[config.mk]
export PLATFORM = sky130hd
export DESIGN_NAME = ccs_charge_ctrl
export DESIGN_NICKNAME = d
export VERILOG_FILES = /design/src/ccs_pkg.sv /design/src/ccs_charge_ctrl.sv /design/src/ccs_sync.sv /design/src/ccs_edge.sv
export SDC_FILE = /design/constraint.sdc
export NUM_CORES = 1
export LEC_CHECK = 0
export BUFFER_PORTS_ARGS = -buffer_cell sky130_fd_sc_hd__buf_4
export CAP_MARGIN = 20
export CORE_ASPECT_RATIO = 1.4
export CORE_MARGIN = 10
export CORE_UTILIZATION = 40
export CTS_BUF_LIST = sky130_fd_sc_hd__clkbuf_4
export CTS_CLUSTER_SIZE = 25
export DETAILED_ROUTE_END_ITERATION = 12
export GPL_ROUTABILITY_DRIVEN = 0
export GPL_TIMING_DRIVEN = 0
export MAX_ROUTING_LAYER = met4
export SLEW_MARGIN = 5
export SYNTH_ARGS = -nofsm -noshare
export SYNTH_HDL_FRONTEND = slang
export SYNTH_HIERARCHICAL = 1
export SYNTH_SLANG_ARGS = --single-unit
[constraint.sdc]
create_clock -name ref_clk_i -period 5.6 [get_ports ref_clk_i]
set_input_delay 0.28 -clock ref_clk_i [delete_from_list [all_inputs] [get_ports ref_clk_i]]
set_output_delay 0.28 -clock ref_clk_i [all_outputs]
set_load 0.03 [all_outputs]
[src/ccs_pkg.sv]
// shared constants and types for the charge state controller
package ccs_pkg;

  // register bus geometry
  localparam int ADDR_W = 4;
  localparam int DATA_W = 32;

  // byte addresses of the registers
  localparam logic [3:0] ADDR_CTRL = 4'h0;
  localparam logic [3:0] ADDR_CAP  = 4'h4;
  localparam logic [3:0] ADDR_STAT = 4'h8;

  // control register fields
  localparam int CTRL_CELLS_LSB = 0;
  localparam int CTRL_CELLS_W   = 4;
  localparam int CTRL_RATE_LSB  = 4;
  localparam int CTRL_RATE_W    = 2;

  // cap register field (millivolts per cell)
  localparam int CAP_LSB = 0;
  localparam int CAP_W   = 12;

  // status register field positions
  localparam int STAT_FAST_BIT  = 0;
  localparam int STAT_HOT_BIT   = 1;
  localparam int STAT_COLD_BIT  = 2;
  localparam int STAT_DONE_BIT  = 3;
  localparam int STAT_VLOOP_BIT = 4;
  localparam int STAT_PINS_LSB  = 5;

  // reset values
  localparam logic [3:0]  CELLS_M1_RST = 4'h0;
  localparam logic [11:0] CAP_MV_RST   = 12'h640;

  // synchronised pin indices
  localparam int PIN_W      = 8;
  localparam int PIN_POR    = 0;
  localparam int PIN_UV     = 1;
  localparam int PIN_INREG  = 2;
  localparam int PIN_WARM   = 3;
  localparam int PIN_COOL   = 4;
  localparam int PIN_TMO    = 5;
  localparam int PIN_SLOPE  = 6;
  localparam int PIN_ISENSE = 7;

  // trickle gain: shift of three for C/2, one more per doubling of rate
  localparam logic [2:0] TRICKLE_SHIFT_BASE = 3'h3;
  localparam logic [2:0] FAST_SHIFT         = 3'h0;
  localparam int         TARGET_W           = 17;

  typedef enum logic [0:0] {
    CCS_TRICKLE = 1'b0,
    CCS_FAST    = 1'b1
  } ccs_state_t;

  typedef enum logic [1:0] {
    CCS_RATE_HALF = 2'b00,
    CCS_RATE_1C   = 2'b01,
    CCS_RATE_2C   = 2'b10,
    CCS_RATE_4C   = 2'b11
  } ccs_rate_t;

  localparam ccs_rate_t RATE_RST = CCS_RATE_1C;

endpackage

[src/ccs_charge_ctrl.sv]
// charge state controller: fast or trickle selection with register port
//
// Summary of operation
// - only two states exist, fast and trickle, one bit wide
// - timeout or slope pulse forces trickle over every other input
// - cold at power-up: first warming edge starts fast, later ones do nothing
// - hot at insertion or power-up locks out fast until a new power-up
// - no battery: hold cell count times cap; current at insertion starts fast
// - removal forces trickle and returns to the voltage loop
// - power-up fast needs current sensed, temperature in window, no undervoltage
// - insertion fast needs temperature in window and no undervoltage
// - power-up release starts fast until timeout, slope, a hot crossing, undervoltage or removal ends it
// - in fast, raise sink below sense reference, lower it above
// - trickle raises amplifier gain so current is C/16 for standard rates
// - undervoltage flag blocks fast start while asserted
// - hot threshold crossing ends fast, no restart on cooling
// - power-up release low holds trickle
//
// The strobed register port and the address map are this design's own decisions.
`timescale 1ns/100ps
module ccs_charge_ctrl (
  input  wire logic                          ref_clk_i,
  input  wire logic                          arst_n_i,
  // condition pins from the analog front end
  input  wire logic                          por_release_i,
  input  wire logic                          under_voltage_i,
  input  wire logic                          in_regulation_i,
  input  wire logic                          temp_above_low_i,
  input  wire logic                          temp_below_high_i,
  input  wire logic                          charge_timeout_i,
  input  wire logic                          slope_terminate_i,
  input  wire logic                          sense_below_ref_i,
  // register port
  input  wire logic [ccs_pkg::ADDR_W-1:0]    reg_addr_i,
  input  wire logic [ccs_pkg::DATA_W-1:0]    reg_wdata_i,
  input  wire logic                          reg_wr_i,
  input  wire logic                          reg_rd_i,
  output logic      [ccs_pkg::DATA_W-1:0]    reg_rdata_o,
  // charge control outputs
  output logic                               fast_charge_o,
  output logic                               pass_drive_raise_o,
  output logic                               pass_drive_lower_o,
  output logic      [2:0]                    amp_gain_shift_o,
  output logic                               voltage_loop_o,
  output logic      [ccs_pkg::TARGET_W-1:0]  vreg_target_mv_o
);
  import ccs_pkg::*;

  typedef struct packed {
    ccs_state_t          state;
    logic                hot_lock;
    logic                cold_armed;
    logic                done;
    logic [3:0]          cells_m1;
    ccs_rate_t           rate;
    logic [CAP_W-1:0]    cap_mv;
    logic [DATA_W-1:0]   rdata;
    logic                raise;
    logic                lower;
    logic [2:0]          gain;
    logic                vloop;
    logic [TARGET_W-1:0] target;
  } ccs_core_t;

  ccs_core_t core_reg;
  ccs_core_t core_next;

  logic [PIN_W-1:0] pin_raw;
  logic [PIN_W-1:0] lvl;
  logic [PIN_W-1:0] rise;
  logic [PIN_W-1:0] fall;

  // address decode shared by the write and read paths
  function automatic logic addr_hit(input logic [ADDR_W-1:0] addr,
                                    input logic [ADDR_W-1:0] offs);
    addr_hit = (addr == offs);
  endfunction

  // gather the pins in index order
  assign pin_raw[PIN_POR]    = por_release_i;
  assign pin_raw[PIN_UV]     = under_voltage_i;
  assign pin_raw[PIN_INREG]  = in_regulation_i;
  assign pin_raw[PIN_WARM]   = temp_above_low_i;
  assign pin_raw[PIN_COOL]   = temp_below_high_i;
  assign pin_raw[PIN_TMO]    = charge_timeout_i;
  assign pin_raw[PIN_SLOPE]  = slope_terminate_i;
  assign pin_raw[PIN_ISENSE] = sense_below_ref_i;

  // pins come from the analog side, so they are synchronised first
  ccs_sync #(
    .W (PIN_W)
  ) u_sync (
    .ref_clk_i (ref_clk_i),
    .arst_n_i  (arst_n_i),
    .d_i       (pin_raw),
    .q_o       (lvl)
  );

  // edges from previous-cycle comparison of the filtered levels
  ccs_edge #(
    .W (PIN_W)
  ) u_edge (
    .ref_clk_i (ref_clk_i),
    .arst_n_i  (arst_n_i),
    .d_i       (lvl),
    .rise_o    (rise),
    .fall_o    (fall)
  );

  // next-state logic for the whole block
  always_comb begin
    logic temp_ok;
    logic uv_ok;
    logic battery_negative_node_cur;
    logic go_fast;
    logic go_trickle;
    logic [4:0] cells;
    temp_ok    = 1'b0;
    uv_ok      = 1'b0;
    battery_negative_node_cur   = 1'b0;
    go_fast    = 1'b0;
    go_trickle = 1'b0;
    cells      = 5'h00;
    core_next  = core_reg;

    // register writes; unmapped offsets are ignored
    if (reg_wr_i) begin
      if (addr_hit(reg_addr_i, ADDR_CTRL)) begin
        core_next.cells_m1 = reg_wdata_i[CTRL_CELLS_LSB +: CTRL_CELLS_W];
        core_next.rate     = ccs_rate_t'(reg_wdata_i[CTRL_RATE_LSB +: CTRL_RATE_W]);
      end
      if (addr_hit(reg_addr_i, ADDR_CAP)) begin
        core_next.cap_mv = reg_wdata_i[CAP_LSB +: CAP_W];
      end
    end

    // read data stands only in the cycle after the strobe
    core_next.rdata = '0;
    if (reg_rd_i) begin
      if (addr_hit(reg_addr_i, ADDR_CTRL)) begin
        core_next.rdata[CTRL_CELLS_LSB +: CTRL_CELLS_W] = core_reg.cells_m1;
        core_next.rdata[CTRL_RATE_LSB +: CTRL_RATE_W]   = core_reg.rate;
      end
      if (addr_hit(reg_addr_i, ADDR_CAP)) begin
        core_next.rdata[CAP_LSB +: CAP_W] = core_reg.cap_mv;
      end
      if (addr_hit(reg_addr_i, ADDR_STAT)) begin
        core_next.rdata[STAT_FAST_BIT]               = (core_reg.state == CCS_FAST);
        core_next.rdata[STAT_HOT_BIT]                = core_reg.hot_lock;
        core_next.rdata[STAT_COLD_BIT]               = core_reg.cold_armed;
        core_next.rdata[STAT_DONE_BIT]               = core_reg.done;
        core_next.rdata[STAT_VLOOP_BIT]              = core_reg.vloop;
        core_next.rdata[STAT_PINS_LSB +: PIN_W]      = lvl;
      end
    end

    // conditions that every fast start needs
    temp_ok  = lvl[PIN_WARM] & lvl[PIN_COOL];
    uv_ok    = ~lvl[PIN_UV];
    battery_negative_node_cur = ~lvl[PIN_INREG];

    if (!lvl[PIN_POR]) begin
      // held in trickle until the supply is up
      core_next.state      = CCS_TRICKLE;
      core_next.cold_armed = 1'b0;
    end else if (rise[PIN_TMO] | rise[PIN_SLOPE]) begin
      // termination wins over any start condition in the same cycle
      core_next.state = CCS_TRICKLE;
      core_next.done  = 1'b1;
    end else if (rise[PIN_POR]) begin
      // power-up release: latch the temperature verdicts of this moment
      core_next.hot_lock   = ~lvl[PIN_COOL];
      core_next.cold_armed = ~lvl[PIN_WARM];
      core_next.done       = 1'b0;
      if (battery_negative_node_cur & temp_ok & uv_ok) begin
        core_next.state = CCS_FAST;
      end
    end else begin
      // events that drop back to trickle
      go_trickle = rise[PIN_UV] | rise[PIN_INREG] | fall[PIN_COOL];
      if (fall[PIN_COOL]) begin
        core_next.hot_lock = 1'b1;
      end
      // a new battery clears the finished mark, but a hot one stays locked
      if (fall[PIN_INREG]) begin
        core_next.done = 1'b0;
        if (!lvl[PIN_COOL]) begin
          core_next.hot_lock = 1'b1;
        end
      end
      // first warming edge after a cold start is spent here
      if (rise[PIN_WARM]) begin
        core_next.cold_armed = 1'b0;
      end
      go_fast = (fall[PIN_UV] | fall[PIN_INREG] | (rise[PIN_WARM] & core_reg.cold_armed))
                & battery_negative_node_cur & temp_ok & uv_ok
                & ~core_next.hot_lock & ~core_next.done;
      if (go_trickle) begin
        core_next.state = CCS_TRICKLE;
      end else if (go_fast) begin
        core_next.state = CCS_FAST;
      end
    end

    // pass transistor steering; voltage limit overrides the current loop
    core_next.raise = lvl[PIN_ISENSE] & ~lvl[PIN_INREG];
    core_next.lower = ~lvl[PIN_ISENSE] | lvl[PIN_INREG];

    // trickle lifts amplifier gain; gain doubles per doubling of rate
    if (core_next.state == CCS_FAST) begin
      core_next.gain = FAST_SHIFT;
    end else begin
      core_next.gain = TRICKLE_SHIFT_BASE + {1'b0, core_next.rate};
    end

    // voltage loop engaged with no battery current while in trickle
    core_next.vloop = (core_next.state == CCS_TRICKLE) & lvl[PIN_INREG];

    // output ceiling is programmed cell count times per-cell cap
    cells            = {1'b0, core_next.cells_m1} + 5'h01;
    // widen both factors first so sixteen cells at a full cap cannot wrap
    core_next.target = TARGET_W'(cells) * TARGET_W'(core_next.cap_mv);
  end

  // single register bank; state clears to trickle
  always_ff @(posedge ref_clk_i or negedge arst_n_i) begin
    if (!arst_n_i) begin
      core_reg            <= '0;
      core_reg.state      <= CCS_TRICKLE;
      core_reg.cells_m1   <= CELLS_M1_RST;
      core_reg.rate       <= RATE_RST;
      core_reg.cap_mv     <= CAP_MV_RST;
      core_reg.gain       <= TRICKLE_SHIFT_BASE + 3'h1;
      core_reg.lower      <= 1'b1;
      core_reg.target     <= TARGET_W'(CAP_MV_RST);
    end else begin
      core_reg <= core_next;
    end
  end

  // every output straight from the register bank
  assign reg_rdata_o        = core_reg.rdata;
  assign fast_charge_o      = (core_reg.state == CCS_FAST);
  assign pass_drive_raise_o = core_reg.raise;
  assign pass_drive_lower_o = core_reg.lower;
  assign amp_gain_shift_o   = core_reg.gain;
  assign voltage_loop_o     = core_reg.vloop;
  assign vreg_target_mv_o   = core_reg.target;

endmodule

[src/ccs_sync.sv]
// three-stage pin synchroniser with agreement filter
`timescale 1ns/100ps
module ccs_sync #(
  parameter int W = 8
) (
  input  wire logic         ref_clk_i,
  input  wire logic         arst_n_i,
  input  wire logic [W-1:0] d_i,
  output logic      [W-1:0] q_o
);

  typedef struct packed {
    logic [W-1:0] s1;
    logic [W-1:0] s2;
    logic [W-1:0] s3;
    logic [W-1:0] q;
  } ccs_sync_t;

  ccs_sync_t sync_reg;
  ccs_sync_t sync_next;

  // s1 feeds only s2; a level counts once s2 and s3 agree
  always_comb begin
    sync_next    = sync_reg;
    sync_next.s1 = d_i;
    sync_next.s2 = sync_reg.s1;
    sync_next.s3 = sync_reg.s2;
    sync_next.q  = (sync_reg.s2 & sync_reg.s3) | (sync_reg.q & (sync_reg.s2 ^ sync_reg.s3));
  end

  // all stages clear to zero under reset
  always_ff @(posedge ref_clk_i or negedge arst_n_i) begin
    if (!arst_n_i) begin
      sync_reg <= '0;
    end else begin
      sync_reg <= sync_next;
    end
  end

  assign q_o = sync_reg.q;

endmodule

[src/ccs_edge.sv]
// edge finder: compares each level with its value one cycle earlier
`timescale 1ns/100ps
module ccs_edge #(
  parameter int W = 8
) (
  input  wire logic         ref_clk_i,
  input  wire logic         arst_n_i,
  input  wire logic [W-1:0] d_i,
  output logic      [W-1:0] rise_o,
  output logic      [W-1:0] fall_o
);

  typedef struct packed {
    logic [W-1:0] prev;
  } ccs_edge_t;

  ccs_edge_t edge_reg;
  ccs_edge_t edge_next;

  // previous level kept for comparison
  always_comb begin
    edge_next      = edge_reg;
    edge_next.prev = d_i;
  end

  always_ff @(posedge ref_clk_i or negedge arst_n_i) begin
    if (!arst_n_i) begin
      edge_reg <= '0;
    end else begin
      edge_reg <= edge_next;
    end
  end

  // edges are one-cycle pulses
  assign rise_o = d_i & ~edge_reg.prev;
  assign fall_o = ~d_i & edge_reg.prev;

endmodule

==> results.md <==
* Accumulated negative setup slack at 0 ns
* Number of standard-cell rows in the floorplan at roughly 50
* Post-Place Cell Area at 6583 um^2
* Final worst path period share at 91.87%
* Gate Count Post-Synth at between 500 and 600
* Port buffer count at 64
* Number of max-cap violations at 0
* Worst Hold Class: primary input to register
* Worst skew pair latency at ~0.46 ns
* Vias in the first global route at a little over 4000
* Max transition margin at 52.82%
* Number of levels in the clock H-tree at 3
* Number of nets in the layout at 746
* Worst setup slack after layout at 0.4553 ns
* Final hold violations at 0
* Critical path launch point type: primary input
* Fmax at roughly 0.19 GHz
* Antenna violations before repair at 1
* Critical Path Most Common Cell: sky130_fd_sc_hd__fa_1
* Clock tree root driver cell: sky130_fd_sc_hd__clkbuf_4
* Initial cell density of the core at 41.14%
* Final standard cell area without fillers at 6823 um^2
* Overall via count from detail_route at 3830
* HPWL after detailed placement at 9.469 mm
* Remaining Overflow, GRT at 0
* Count of nets left with antenna violations after detail routing at 0
* Peak supply drop at 0.3142 mV
* Detailed-router iteration count before antenna repair at 4
* Category of the worst setup path capture point: register
* Post-CTS Resized at 0
* Area Growth Syn to Fin at 18.13%
* Area of the placeable core at 14040 um^2
* Number of flip-flops under the largest register name at 21
* Critical Path Max Stage Delay at 0.55 ns
* Number of standard cells in the final layout excluding fillers at 824
* Die width at 121.6 um
* Critical Path Fanout Max at 10
* Final hold slack at 0.08808 ns
* Wire length of the first global-routing pass at 20.00 mm
* Cells after DPL at 798
* Clock tree from TritonCTS: done
* Ports placed on the boundary at between 100 and 150
* Critical Path, Cell by Cell: buf_4 > nor2_2 > and4bb_1 > buf_6 > mux2i_4 > inv_1 > ha_1 > xor2_2 > buf_6 > nand2b_4 > fa_1 > fa_1 > fa_1 > inv_1 > ha_1 > a211oi_1 > o21bai_1 > a221o_1 > a31oi_1 > xnor2_1
* Result of the run: finished clean
* Global-route usage over all layers at 12.91%
* Number of setup buffers added after CTS at 0
* Number of setup violations in the final report at 0
* WL/cell at 14.32 um
* Crit path DAT at 5.51 ns
* Number of clock buffers inserted by TritonCTS at 9
* Reg clk slew, reported paths at 0.17 ns
* Starting DRC count in detailed routing at 83
* Final max-slew violation count at 0
* Power density cells at 426.1 nW/um^2
* Reported leakage power at about 3.6 nW
* Vias per cell at between 4 and 5
* Type of the setup path with the least slack: primary input to register
* Minimum period implied by the final worst setup slack at 5.145 ns
* Critical path data required time at 5.97 ns
* Dpl ws at 0.007613 ns
* Die area at 19710 um^2
* Post-Route Skew at 0.01822 ns
* Cell with the biggest individual delay on the critical path: sky130_fd_sc_hd__fa_1
* Cell area after synthesis at 5776 um^2
* Maximum buffer depth of the clock tree at 2
* Total wire length after detailed routing at roughly 12 mm
* Mean area per synthesized cell at 10.90 um^2
* Worst slew pin tran at 0.7023 ns
* Setup repair after global routing missed its margin: false
* Die span in y at around 160 um
* Layout cells sized above 1 at 28.06%
* Syn. warnings at 6
* DRC errors left at 0
* Largest net degree at the start of global routing at 67
* Clock tree sinks at 97
## stage by stage
step | utilization, % | total power [mW]
global route | 48.60 | 3.193
floorplan | - | 2.142
detailed placement | 46.89 | 2.532
CTS | 48.58 | 2.949
global placement | 46.69 | 2.508
finish | 48.60 | 2.907
## path summary, 6_finish.rpt
check	start	endpoint	slack, ns	depth (start not counted)
worst max-delay path	reg_addr_i[1]	vreg_target_mv_o[14]	0.46	20
worst min-delay path	reg_wdata_i[5]	core_reg[68]	0.09	2
worst max register to register	core_reg[69]	vreg_target_mv_o[14]	0.62	16
worst min register to register	u_sync/sync_next[22]	u_sync/sync_next[14]	0.36	0
max in group asynchronous	arst_n_i	core_reg[61]	4.62	3
min in group asynchronous	arst_n_i	vreg_target_mv_o[7]	0.27	2
## repair_timing
action	CTS	global route
hold buffers	9	0
hold endpoints to repair	36	0
setup endpoints to repair	0	0
## metal layers
layer | GRT usage, % | share of wire [%] | up-vias
met5 | - | 0 | -
met4 | 4.457 | 1.6 | 0
met3 | 2.290 | 3.1 | 12
met2 | 23.01 | 55 | 83
met1 | 14.02 | 40 | 1870
li1 | - | - | 1865
## cells in the final DEF, fill, tap and decap left out, drive strengths merged, types with 4 or more instances in the layout
master	instances
and2	9
mux2i	15
nand2b	14
o21ai	8
dfrtp	88
nor2b	8
conb	19
fa	30
dfstp	9
a21o	12
nand3	11
nor2	45
o221ai	6
buf	130
and2b	9
xor2	5
a22o	6
dlygate4sd3	9
a21oi	25
clkbuf	14
inv	62
xnor2	6
nand2	20
mux2	4
ha	35
nor3	4
## final cells by class
class | instances | area (um^2)
sequential | 97 | 2439
multi-input combinational | 323 | 2678
inverter | 58 | 217.7
clock inverter | 7 | 80.08
fill | 1353 | 7216
buffer | 70 | 509.2
timing repair buffer | 74 | 598.1
tap | 185 | 231.5
clock buffer | 9 | 67.56
antenna | 1 | 2.502
## report_power, final
part	leakage (nW)	total [mW]	internal, mW	switching [mW]
registers	1.18	0.905	0.850	0.0545
clock network	0.0765	0.386	0.108	0.278
logic	2.37	1.62	0.687	0.929
total	3.63	2.91	1.65	1.26
## critical path, delay by kind of cell
family / cells / cell delay [ns]
adder cells (fa/ha/maj): 5 / 2.15
AO/OA/AOI/OAI: 4 / 1.08
buffers and inverters: 5 / 0.59
AND/OR/NAND/NOR: 3 / 0.56
XOR/XNOR: 2 / 0.42
multiplexers: 1 / 0.41
Note: power is estimated with default switching activity, not from simulation.
